--- src/verilog/tba_map.svh ---
// Constants of the tag block access command handler
`ifndef TBA_MAP_SVH
`define TBA_MAP_SVH

// ----------------------------------------
// Command codes
// ----------------------------------------
`define TBA_CMD_AUTH 8'h85
`define TBA_CMD_READ 8'h86
`define TBA_CMD_VREAD 8'h87
`define TBA_CMD_WRITE 8'h89

// ----------------------------------------
// Key selectors
// ----------------------------------------
`define TBA_SEL_KEY_A 8'haa
`define TBA_SEL_KEY_B 8'hbb
`define TBA_SEL_TRANSPORT 8'hff
`define TBA_SEL_NV_A_HI 4'h1
`define TBA_SEL_NV_B_HI 4'h2
`define TBA_TRANSPORT_KEY 48'hffff_ffff_ffff

// ----------------------------------------
// Status and error bytes
// ----------------------------------------
`define TBA_ST_LOGIN_OK 8'h4c
`define TBA_ERR_NO_TAG 8'h4e
`define TBA_ERR_FAIL 8'h46
`define TBA_ERR_VALUE 8'h49
`define TBA_ERR_MISMATCH 8'h55
`define TBA_ERR_NO_READBACK 8'h58

// ----------------------------------------
// Frame lengths and positions
// ----------------------------------------
`define TBA_LEN_BLOCK 8'h12
`define TBA_LEN_VALUE 8'h06
`define TBA_LEN_ERROR 8'h02
`define TBA_IDX_SEL 5'h02
`define TBA_IDX_KEY_END 5'h08
`define TBA_IDX_DATA 5'h02
`define TBA_IDX_DATA_END 5'h11
`define TBA_IDX_RSP_DATA 5'h03
`define TBA_UL_LAST_PAGE 2'h3
`define TBA_MEM_DEPTH 32

`endif

--- src/verilog/tba_pkg.sv ---
// Types of the tag block access command handler
package tba_pkg;

    typedef enum logic [1:0] {TBA_OP_AUTH, TBA_OP_READ, TBA_OP_WRITE} tba_op_e;
    typedef enum logic [1:0] {TBA_KEY_SUPPLIED, TBA_KEY_TRANSPORT, TBA_KEY_STORED} tba_keysrc_e;
    typedef enum logic [1:0] {TBA_TAG_OK, TBA_TAG_NONE, TBA_TAG_FAIL} tba_tstat_e;

    typedef struct packed {
        logic [7:0] data;
        logic last;
    } tba_byte_s;

    typedef struct packed {
        tba_op_e op;
        logic [7:0] block;
        logic key_b;
        tba_keysrc_e key_src;
        logic [3:0] key_sector;
        logic [47:0] key;
        logic [127:0] data;
    } tba_req_s;

    typedef struct packed {
        tba_tstat_e status;
        logic [127:0] data;
    } tba_rsp_s;

endpackage

--- src/verilog/tba_cmd_engine.sv ---
// Command handler for tag authenticate, block read, value read and block write
`timescale 1ns/1ns
`default_nettype none
`include "tba_map.svh"
module tba_cmd_engine import tba_pkg::*; (
    // Clock and reset
    input wire logic core_clk,
    input wire logic nrst,
    // Command bytes from frame transport
    input wire tba_byte_s cmd_in,
    input wire logic cmd_valid,
    output logic cmd_ready,
    // Response bytes to frame transport
    output var tba_byte_s rsp_out,
    output logic rsp_valid,
    input wire logic rsp_ready,
    output logic [7:0] rsp_len,
    // Tag access engine
    output var tba_req_s tag_req,
    output logic tag_req_valid,
    input wire logic tag_done,
    input wire tba_rsp_s tag_rsp,
    input wire logic tag_selected,
    input wire logic tag_is_ul
);
    // ----------------------------------------
    // Decoding helpers
    // ----------------------------------------
    function automatic logic sel_supplied(input logic [7:0] sel);
        sel_supplied = (sel == `TBA_SEL_KEY_A) || (sel == `TBA_SEL_KEY_B);
    endfunction

    function automatic logic sel_legal(input logic [7:0] sel);
        sel_legal = sel_supplied(sel) || (sel == `TBA_SEL_TRANSPORT) ||
                    (sel[7:4] == `TBA_SEL_NV_A_HI) || (sel[7:4] == `TBA_SEL_NV_B_HI);
    endfunction

    // Value block: value, inverted value, value, then address pattern
    function automatic logic value_ok(input logic [127:0] d);
        value_ok = (d[63:32] == ~d[31:0]) && (d[95:64] == d[31:0]) &&
                   (d[111:104] == ~d[103:96]) && (d[119:112] == d[103:96]) &&
                   (d[127:120] == ~d[103:96]);
    endfunction

    // ----------------------------------------
    // State
    // ----------------------------------------
    typedef enum {ST_RX, ST_ISSUE, ST_WAIT, ST_BUILD, ST_EMIT} tba_state_e;
    tba_state_e state;
    tba_state_e next_state;

    logic [7:0] cmd;
    logic [7:0] blk;
    logic [7:0] ksel;
    logic [47:0] key;
    logic [127:0] wdata;
    logic [127:0] rdata;
    logic [4:0] idx;
    logic [1:0] page;
    logic verify;
    logic full_rsp;
    logic [7:0] code;
    logic [7:0] rlen;
    logic [1:0] ph;
    logic [7:0] frame_checksum;
    logic auth_ok;
    logic [7:0] auth_blk;
    logic [7:0] mem_q;
    logic [1:0] cnt;
    tba_byte_s slot1;

    logic take;
    logic frame_end;
    logic frame_good;
    logic [7:0] cmd_now;
    logic [7:0] sel_now;
    logic authed;
    logic done_build;
    logic push;
    tba_byte_s push_byte;
    logic pop;
    logic space;
    logic [7:0] build_byte;
    logic [1:0] next_cnt;

    assign take = cmd_valid && cmd_ready;
    assign frame_end = take && cmd_in.last;
    assign cmd_now = (idx == 5'h00) ? cmd_in.data : cmd;
    assign sel_now = (idx == `TBA_IDX_SEL) ? cmd_in.data : ksel;
    assign authed = tag_is_ul || (auth_ok && (auth_blk == blk));
    assign pop = rsp_valid && rsp_ready;
    assign space = (cnt != 2'd2);
    assign done_build = ({3'b000, idx} == rlen);

    // ----------------------------------------
    // Frame completeness check
    // ----------------------------------------
    always_comb begin
        frame_good = 1'b0;
        unique case (cmd_now)
            `TBA_CMD_AUTH: frame_good = sel_supplied(sel_now) ? (idx == `TBA_IDX_KEY_END)
                                                               : (idx == `TBA_IDX_SEL);
            `TBA_CMD_READ: frame_good = (idx == 5'h01);
            `TBA_CMD_VREAD: frame_good = (idx == 5'h01);
            `TBA_CMD_WRITE: frame_good = (idx == `TBA_IDX_DATA_END);
            default: frame_good = 1'b0;
        endcase
    end

    // ----------------------------------------
    // Sequencer
    // ----------------------------------------
    always_comb begin
        next_state = state;
        unique case (state)
            ST_RX: begin
                if (frame_end && frame_good) begin
                    next_state = ST_ISSUE;
                end
            end
            ST_ISSUE: begin
                if (cmd == `TBA_CMD_AUTH) begin
                    next_state = sel_legal(ksel) ? ST_WAIT : ST_BUILD;
                end else begin
                    next_state = authed ? ST_WAIT : ST_BUILD;
                end
            end
            ST_WAIT: begin
                if (tag_done) begin
                    if (tag_rsp.status == TBA_TAG_OK &&
                        ((cmd == `TBA_CMD_READ && tag_is_ul && page != `TBA_UL_LAST_PAGE) ||
                         (cmd == `TBA_CMD_WRITE && !verify))) begin
                        next_state = ST_ISSUE;
                    end else begin
                        next_state = ST_BUILD;
                    end
                end
            end
            ST_BUILD: begin
                if (done_build) begin
                    next_state = ST_EMIT;
                end
            end
            ST_EMIT: begin
                if (ph == 2'd2 && space) begin
                    next_state = ST_RX;
                end
            end
        endcase
    end

    always_ff @(posedge core_clk) begin
        if (!nrst) begin
            state <= ST_RX;
            cmd_ready <= 1'b0;
        end else begin
            state <= next_state;
            cmd_ready <= (next_state == ST_RX);
        end
    end

    // ----------------------------------------
    // Command capture
    // ----------------------------------------
    always_ff @(posedge core_clk) begin
        if (!nrst) begin
            cmd <= 8'h00;
            blk <= 8'h00;
            ksel <= 8'h00;
            key <= 48'h0000_0000_0000;
            wdata <= 128'h0;
        end else if (take) begin
            unique case (idx)
                5'h00: cmd <= cmd_in.data;
                5'h01: blk <= cmd_in.data;
                default: begin
                    if (cmd == `TBA_CMD_AUTH && idx == `TBA_IDX_SEL) begin
                        ksel <= cmd_in.data;
                    end else if (cmd == `TBA_CMD_AUTH) begin
                        key <= {key[39:0], cmd_in.data};
                    end
                    if (cmd == `TBA_CMD_WRITE && idx <= `TBA_IDX_DATA_END) begin
                        wdata[(idx - `TBA_IDX_DATA) * 8 +: 8] <= cmd_in.data;
                    end
                end
            endcase
        end
    end

    // Byte index, shared by receive, build and emit
    always_ff @(posedge core_clk) begin
        if (!nrst) begin
            idx <= 5'h00;
        end else if (state == ST_RX) begin
            if (frame_end) begin
                idx <= 5'h00;
            end else if (take && idx != 5'h1f) begin
                idx <= idx + 5'h01;
            end
        end else if (state == ST_BUILD) begin
            idx <= done_build ? 5'h00 : idx + 5'h01;
        end else if (state == ST_EMIT && ph == 2'd1 && space) begin
            // Back to zero after the last byte so the next frame starts at its code
            idx <= done_build ? 5'h00 : idx + 5'h01;
        end
    end

    // ----------------------------------------
    // Tag engine requests
    // ----------------------------------------
    always_ff @(posedge core_clk) begin
        if (!nrst) begin
            tag_req <= '0;
            tag_req_valid <= 1'b0;
        end else if (state == ST_ISSUE && next_state == ST_WAIT) begin
            tag_req_valid <= 1'b1;
            tag_req.block <= blk + {6'h00, page};
            tag_req.data <= wdata;
            tag_req.key_b <= (ksel == `TBA_SEL_KEY_B) || (ksel[7:4] == `TBA_SEL_NV_B_HI);
            tag_req.key_sector <= ksel[3:0];
            if (cmd == `TBA_CMD_AUTH) begin
                tag_req.op <= TBA_OP_AUTH;
            end else if (cmd == `TBA_CMD_WRITE && !verify) begin
                tag_req.op <= TBA_OP_WRITE;
            end else begin
                tag_req.op <= TBA_OP_READ;
            end
            if (sel_supplied(ksel)) begin
                tag_req.key_src <= TBA_KEY_SUPPLIED;
                tag_req.key <= key;
            end else if (ksel == `TBA_SEL_TRANSPORT) begin
                tag_req.key_src <= TBA_KEY_TRANSPORT;
                tag_req.key <= `TBA_TRANSPORT_KEY;
            end else begin
                tag_req.key_src <= TBA_KEY_STORED;
                tag_req.key <= 48'h0000_0000_0000;
            end
        end else begin
            tag_req_valid <= 1'b0;
        end
    end

    // ----------------------------------------
    // Result evaluation
    // ----------------------------------------
    always_ff @(posedge core_clk) begin
        if (!nrst) begin
            page <= 2'h0;
            verify <= 1'b0;
            full_rsp <= 1'b0;
            code <= 8'h00;
            rdata <= 128'h0;
        end else if (state == ST_RX) begin
            page <= 2'h0;
            verify <= 1'b0;
            full_rsp <= 1'b0;
        end else if (state == ST_ISSUE && next_state == ST_BUILD) begin
            code <= (cmd == `TBA_CMD_AUTH) ? `TBA_ERR_NO_TAG : `TBA_ERR_FAIL;
        end else if (state == ST_WAIT && tag_done) begin
            unique case (cmd)
                `TBA_CMD_AUTH: begin
                    code <= (tag_rsp.status == TBA_TAG_OK) ? `TBA_ST_LOGIN_OK : `TBA_ERR_NO_TAG;
                end
                `TBA_CMD_READ: begin
                    if (tag_rsp.status != TBA_TAG_OK) begin
                        code <= (tag_rsp.status == TBA_TAG_NONE) ? `TBA_ERR_NO_TAG : `TBA_ERR_FAIL;
                    end else if (tag_is_ul) begin
                        rdata[page * 32 +: 32] <= tag_rsp.data[31:0];
                        page <= page + 2'h1;
                        full_rsp <= (page == `TBA_UL_LAST_PAGE);
                    end else begin
                        rdata <= tag_rsp.data;
                        full_rsp <= 1'b1;
                    end
                end
                `TBA_CMD_VREAD: begin
                    if (tag_rsp.status != TBA_TAG_OK) begin
                        code <= (tag_rsp.status == TBA_TAG_NONE) ? `TBA_ERR_NO_TAG : `TBA_ERR_FAIL;
                    end else if (!value_ok(tag_rsp.data)) begin
                        code <= `TBA_ERR_VALUE;
                    end else begin
                        rdata <= tag_rsp.data;
                        full_rsp <= 1'b1;
                    end
                end
                default: begin
                    if (!verify) begin
                        verify <= (tag_rsp.status == TBA_TAG_OK);
                        code <= (tag_rsp.status == TBA_TAG_NONE) ? `TBA_ERR_NO_TAG : `TBA_ERR_FAIL;
                    end else if (tag_rsp.status != TBA_TAG_OK) begin
                        code <= `TBA_ERR_NO_READBACK;
                    end else if (tag_rsp.data != wdata) begin
                        code <= `TBA_ERR_MISMATCH;
                    end else begin
                        rdata <= tag_rsp.data;
                        full_rsp <= 1'b1;
                    end
                end
            endcase
        end
    end

    // Login state follows the last authenticate and any new selection
    always_ff @(posedge core_clk) begin
        if (!nrst) begin
            auth_ok <= 1'b0;
            auth_blk <= 8'h00;
        end else if (tag_selected) begin
            auth_ok <= 1'b0;
        end else if (state == ST_WAIT && tag_done && cmd == `TBA_CMD_AUTH) begin
            auth_ok <= (tag_rsp.status == TBA_TAG_OK);
            auth_blk <= blk;
        end else if (state == ST_ISSUE && cmd == `TBA_CMD_AUTH && !sel_legal(ksel)) begin
            auth_ok <= 1'b0;
        end
    end

    // ----------------------------------------
    // Response build into frame memory
    // ----------------------------------------
    always_comb begin
        if (!full_rsp) begin
            rlen = `TBA_LEN_ERROR;
        end else if (cmd == `TBA_CMD_VREAD) begin
            rlen = `TBA_LEN_VALUE;
        end else begin
            rlen = `TBA_LEN_BLOCK;
        end
    end

    always_comb begin
        unique case (idx)
            5'h00: build_byte = rlen;
            5'h01: build_byte = cmd;
            5'h02: build_byte = full_rsp ? blk : code;
            default: build_byte = rdata[(idx - `TBA_IDX_RSP_DATA) * 8 +: 8];
        endcase
    end

    tba_rsp_mem u_mem (
        .core_clk(core_clk),
        .we(state == ST_BUILD),
        .waddr(idx),
        .wdata(build_byte),
        .raddr(idx),
        .rdata(mem_q)
    );

    // ----------------------------------------
    // Emit with running checksum
    // ----------------------------------------
    // Phase 0 addresses memory, 1 pushes the byte, 2 pushes the checksum
    always_comb begin
        push = 1'b0;
        push_byte = '0;
        if (state == ST_EMIT && space) begin
            if (ph == 2'd1) begin
                push = 1'b1;
                push_byte.data = mem_q;
            end else if (ph == 2'd2) begin
                push = 1'b1;
                push_byte.data = frame_checksum;
                push_byte.last = 1'b1;
            end
        end
    end

    always_ff @(posedge core_clk) begin
        if (!nrst) begin
            ph <= 2'd0;
            frame_checksum <= 8'h00;
        end else if (state != ST_EMIT) begin
            ph <= 2'd0;
            frame_checksum <= 8'h00;
        end else if (ph == 2'd0) begin
            ph <= 2'd1;
        end else if (ph == 2'd1 && space) begin
            frame_checksum <= frame_checksum + mem_q;
            ph <= done_build ? 2'd2 : 2'd0;
        end
    end

    // Length is zero from command acceptance until its answer exists
    always_ff @(posedge core_clk) begin
        if (!nrst) begin
            rsp_len <= 8'h00;
        end else if (take) begin
            rsp_len <= 8'h00;
        end else if (state == ST_BUILD && done_build) begin
            rsp_len <= rlen;
        end
    end

    // ----------------------------------------
    // Two-entry output buffer
    // ----------------------------------------
    // Head slot drives the port, so a stalled receiver loses nothing
    assign next_cnt = cnt + {1'b0, push} - {1'b0, pop};

    always_ff @(posedge core_clk) begin
        if (!nrst) begin
            cnt <= 2'd0;
            rsp_valid <= 1'b0;
            rsp_out <= '0;
            slot1 <= '0;
        end else begin
            cnt <= next_cnt;
            rsp_valid <= (next_cnt != 2'd0);
            if (pop && cnt == 2'd2) begin
                rsp_out <= slot1;
            end
            if (push) begin
                if (cnt == 2'd0 || (cnt == 2'd1 && pop)) begin
                    rsp_out <= push_byte;
                end else begin
                    slot1 <= push_byte;
                end
            end
        end
    end
endmodule
`default_nettype wire

--- src/verilog/tba_rsp_mem.sv ---
// Response frame memory with registered read data
`timescale 1ns/1ns
`default_nettype none
`include "tba_map.svh"
module tba_rsp_mem (
    // Clock
    input wire logic core_clk,
    // Write port
    input wire logic we,
    input wire logic [4:0] waddr,
    input wire logic [7:0] wdata,
    // Read port
    input wire logic [4:0] raddr,
    output logic [7:0] rdata
);
    logic [7:0] mem [`TBA_MEM_DEPTH];

    always_ff @(posedge core_clk) begin
        if (we) begin
            mem[waddr] <= wdata;
        end
    end

    always_ff @(posedge core_clk) begin
        rdata <= mem[raddr];
    end
endmodule
`default_nettype wire

--- config.mk ---
export PLATFORM = sky130hd
export DESIGN_NAME = tba_cmd_engine
export DESIGN_NICKNAME = d
export VERILOG_FILES = /design/src/verilog/tba_pkg.sv /design/src/verilog/tba_cmd_engine.sv /design/src/verilog/tba_rsp_mem.sv
export VERILOG_INCLUDE_DIRS = /design/src /design/src/verilog
export SDC_FILE = /design/constraint.sdc
export NUM_CORES = 2
export LEC_CHECK = 0
export BUFFER_PORTS_ARGS = -buffer_cell sky130_fd_sc_hd__buf_4
export CORE_ASPECT_RATIO = 1.1
export CORE_MARGIN = 2
export CORE_UTILIZATION = 45
export DETAILED_ROUTE_END_ITERATION = 16
export HOLD_SLACK_MARGIN = 0.02
export PLACE_DENSITY_LB_ADDON = 0.05
export SLEW_MARGIN = 15
export SYNTH_ARGS = -nofsm -noshare
export SYNTH_HDL_FRONTEND = slang
export SYNTH_SLANG_ARGS = --single-unit
--- constraint.sdc ---
create_clock -name core_clk -period 5.2 [get_ports core_clk]
set_clock_uncertainty 0.05 [all_clocks]
set_input_delay 0.78 -clock core_clk [delete_from_list [all_inputs] [get_ports core_clk]]
set_output_delay 0.78 -clock core_clk [all_outputs]
set_load 0.01 [all_outputs]
==> impl_metrics.ini <==
[detailed_routing]
drtPass1Iterations = 6
wl_per_cell_um = 26.0
detail_route.drc_violations = 0
final_antenna_net_count = 0
vias_per_cell = 6.02
vias = 33900
dr.first_iter.drc_count = 3893
wirelength_um = 146000

[sta]
transition_time_at_the_pin_with_the_least_slew_margin_ns = 1.32
worst_slew_margin_relative_to_its_limit_pct = 11.9
slew_violations = 0
setup-tns-final_ns = 0
period_needed_ns = 4.65
report.final.hold_viol_count = 0
grt_setup_unrepaired = no
maxClockFrequency_ghz = 0.215
setup_ws_ns = 0.548
setup_violators_final = 0
period_share_pct = 89.5

[floorplan]
ioPinCount = 359
die_w_um = 288
initial_core_util_pct = 45.4
floorplan.die.height_um = 316
die_area_sq_um = 91000
core_region_area_sq_um = 87900
core.rowCount = 114

[clocking]
htreeDepth = 3
number_of_buffers_inserted_during_clock_tree_synthesis = 94
setup_buffers_after_cts = 0
cts.repair.resized = 0
tritoncts = built
cts_max_path_buffers = 3
cts-root-buf = sky130_fd_sc_hd__clkbuf_16
clock_sink_count = 877
cts_hold_buf = 0
clkTransAtPathRegs_ns = 0.06
insertion_delay_ns = 0.69

[global_route]
global_route_wire_length_before_repair_um = 212000
grt_max_degree = 209
grt_overflow_total = 0
first_global_vias = 31300
number_of_antenna_violations_at_the_first_check_in_global_routing = 4
track_usage_pct = 31.2

[power]
static-leakage-power_nw = 15.6
power.total_mw = 14.7
max-vdd-ir-drop_v = 0.000258
power_per_cell_area_nw_per_um2 = 317

[logic_synthesis]
ys_ff_latch = 877
synthMostInstantiatedCell = sky130_fd_sc_hd__nand2_1
synth_cell_types = 77
synth.area.top_cells = sky130_fd_sc_hd__dfxtp_1 31%, sky130_fd_sc_hd__edfxtp_1 19%, sky130_fd_sc_hd__nand2_1 7.8%
yosysTopAreaCellShare_pct = 31.2
ys_top_cells_by_count = 833 x sky130_fd_sc_hd__nand2_1, 621 x sky130_fd_sc_hd__dfxtp_1, 446 x sky130_fd_sc_hd__a21oi_1
synth_area_sq_um = 39900
async_flop_share_pct = 0
ys.warnings.count = 0
yosysSeqAreaShare_pct = 50.4
edff_count_synth = 256
count_of_mapped_cells_out_of_synthesis = 4242
postSynth.topFlopCell = sky130_fd_sc_hd__dfxtp_1
synth_top_cell_by_area = sky130_fd_sc_hd__dfxtp_1
syn_area_per_cell_sq_um = 9.40

[worst_setup_path]
r2r_end = wdata[83]
setup.worst_path.end = wdata[83]
worst_ep_arrival_time_ns = 5.18
worstPathRequired_ns = 5.72
timing.reg2reg.setup_slack_ns = 0.55
crit_start = idx[1]
critical_path_class = flip-flop to flip-flop
reg2regPathDepth = 13
crit_fanout = 9
worst_setup_path_end_kind = flip-flop
timing.critical_path.from_type = flip-flop
critical_path.reg2reg.startpoint = idx[1]

[final_layout]
layout-area-overhead-vs-synth_pct = 16.2
n_fill_cell = 8200
final_nets = 4580
final_layout_size_suffix_gt1_share_pct = 16.4

[placed_design]
dp_worst_setup_slack_ns = 0.681
placer_s_final_routability_congestion_estimate = 0.976
place.port_buffers = 353
detailed_place_hpwl_um = 101000

[worst_hold_path]
worstHoldPathType = primary input to flip-flop
timing.hold.worst_path_depth = 2

[outcome]
run_status = finished, final reports clean

[run]
number_of_max_cap_violations = 0
worst min path at each step:
stage | from | to | slack, ns
after global routing | tag_selected | auth_ok | 0.24
after CTS | tag_selected | auth_ok | 0.21
after global placement | code[6] | code[6] | 0.38
after floorplan | code[6] | code[6] | 0.37
after detailed placement | code[6] | code[6] | 0.39
final | tag_selected | auth_ok | 0.25
cell usage in the layout, fill, tap and decap left out, types with 55 or more instances in the layout:
cell	instances
sky130_fd_sc_hd__nand2_1	833
sky130_fd_sc_hd__dfxtp_1	619
sky130_fd_sc_hd__a21oi_1	446
sky130_fd_sc_hd__buf_4	403
sky130_fd_sc_hd__edfxtp_1	256
sky130_fd_sc_hd__nor2_1	183
sky130_fd_sc_hd__o21ai_0	159
sky130_fd_sc_hd__nand3_1	129
sky130_fd_sc_hd__nand4_1	118
sky130_fd_sc_hd__mux4_2	110
sky130_fd_sc_hd__nor3_1	101
sky130_fd_sc_hd__xnor2_1	100
sky130_fd_sc_hd__clkbuf_16	96
sky130_fd_sc_hd__mux2i_1	78
sky130_fd_sc_hd__nor4_1	70
sky130_fd_sc_hd__nand2b_1	70
sky130_fd_sc_hd__inv_1	60
sky130_fd_sc_hd__xor2_1	60
sky130_fd_sc_hd__a211oi_1	55
flip-flops by register name, indices dropped and copies added (netlist names), 9 cells and up:
register	cells
tag_req	193
wdata	128
key	48
state	32
rdata	128
u_mem.mem	256
rsp_out	9
slot1	9
layout make-up:
class,instances,area (sq um),area share [%]
well taps,1160,1450,3.13
inverters,62,240,0.518
clock buffers,134,2660,5.73
flip-flops and latches,877,20100,43.4
clock inverters,29,412,0.888
diodes,4,10.0,0.0216
multi-input cells,2947,18200,39.3
repair buffers,413,3230,6.96
worst max-delay path: stages (launching register included):
cell                        delay (ns)
sky130_fd_sc_hd__dfxtp_2          0.39
sky130_fd_sc_hd__inv_1            0.11
sky130_fd_sc_hd__ha_1             0.25
sky130_fd_sc_hd__xnor2_1          0.56
sky130_fd_sc_hd__nand3_1          0.21
sky130_fd_sc_hd__ha_1             0.46
sky130_fd_sc_hd__nor4b_1          0.33
sky130_fd_sc_hd__nand3b_1         0.11
sky130_fd_sc_hd__a2111oi_0        0.42
sky130_fd_sc_hd__buf_4            0.20
sky130_fd_sc_hd__nand4_1          0.50
sky130_fd_sc_hd__nor2_1           0.65
sky130_fd_sc_hd__nand3_1          0.15
sky130_fd_sc_hd__a21oi_1          0.16
power breakdown:
part           total, mW  switching [mW]  internal (mW)  leakage, nW
logic              0.838           0.556          0.283         6.97
clock network       6.80            2.85           3.95         1.50
registers           7.04          0.0172           7.02         7.15
cells by family (layout without fill, tap and decap cells):
family / count (synthesis) / count (layout) / synth area share (%)
DFF: 877 / 877 / 50.4
xor gates and xnor gates: 162 / 162 / 3.56
buffers and inverters: 422 / 638 / 4.16
muxes: 203 / 203 / 8.59
and+or+nand+nor: 1693 / 1693 / 19.7
other: 1 / 9 / 0.00940
AOI/OAI and AO/OA: 845 / 845 / 12.3
adders and majority gates: 39 / 39 / 1.26
metrics by stage:
step                      std cells  hold slack [ns]  utilization (%)  area [sq um]
final                          5626            0.255             52.8         46300
after global routing           5625            0.236             52.7         46300
after CTS                      5621            0.213             52.7         46300
after detailed placement       5458            0.393             49.2         43300
after global placement         5458            0.383             49.2         43300
after floorplan                4246            0.375                -         39900
routing by layer:
| layer | track usage [%] | vias up | wire, um |
|---|---|---|---|
| li1 | - | 15400 | - |
| met2 | 45.0 | 1710 | 62300 |
| met4 | 10.2 | 2 | 4780 |
| met3 | 7.49 | 273 | 15700 |
| met1 | 45.9 | 16500 | 63400 |
| met5 | 0 | - | 13 |
Note: power is estimated with default switching activity, not from simulation.
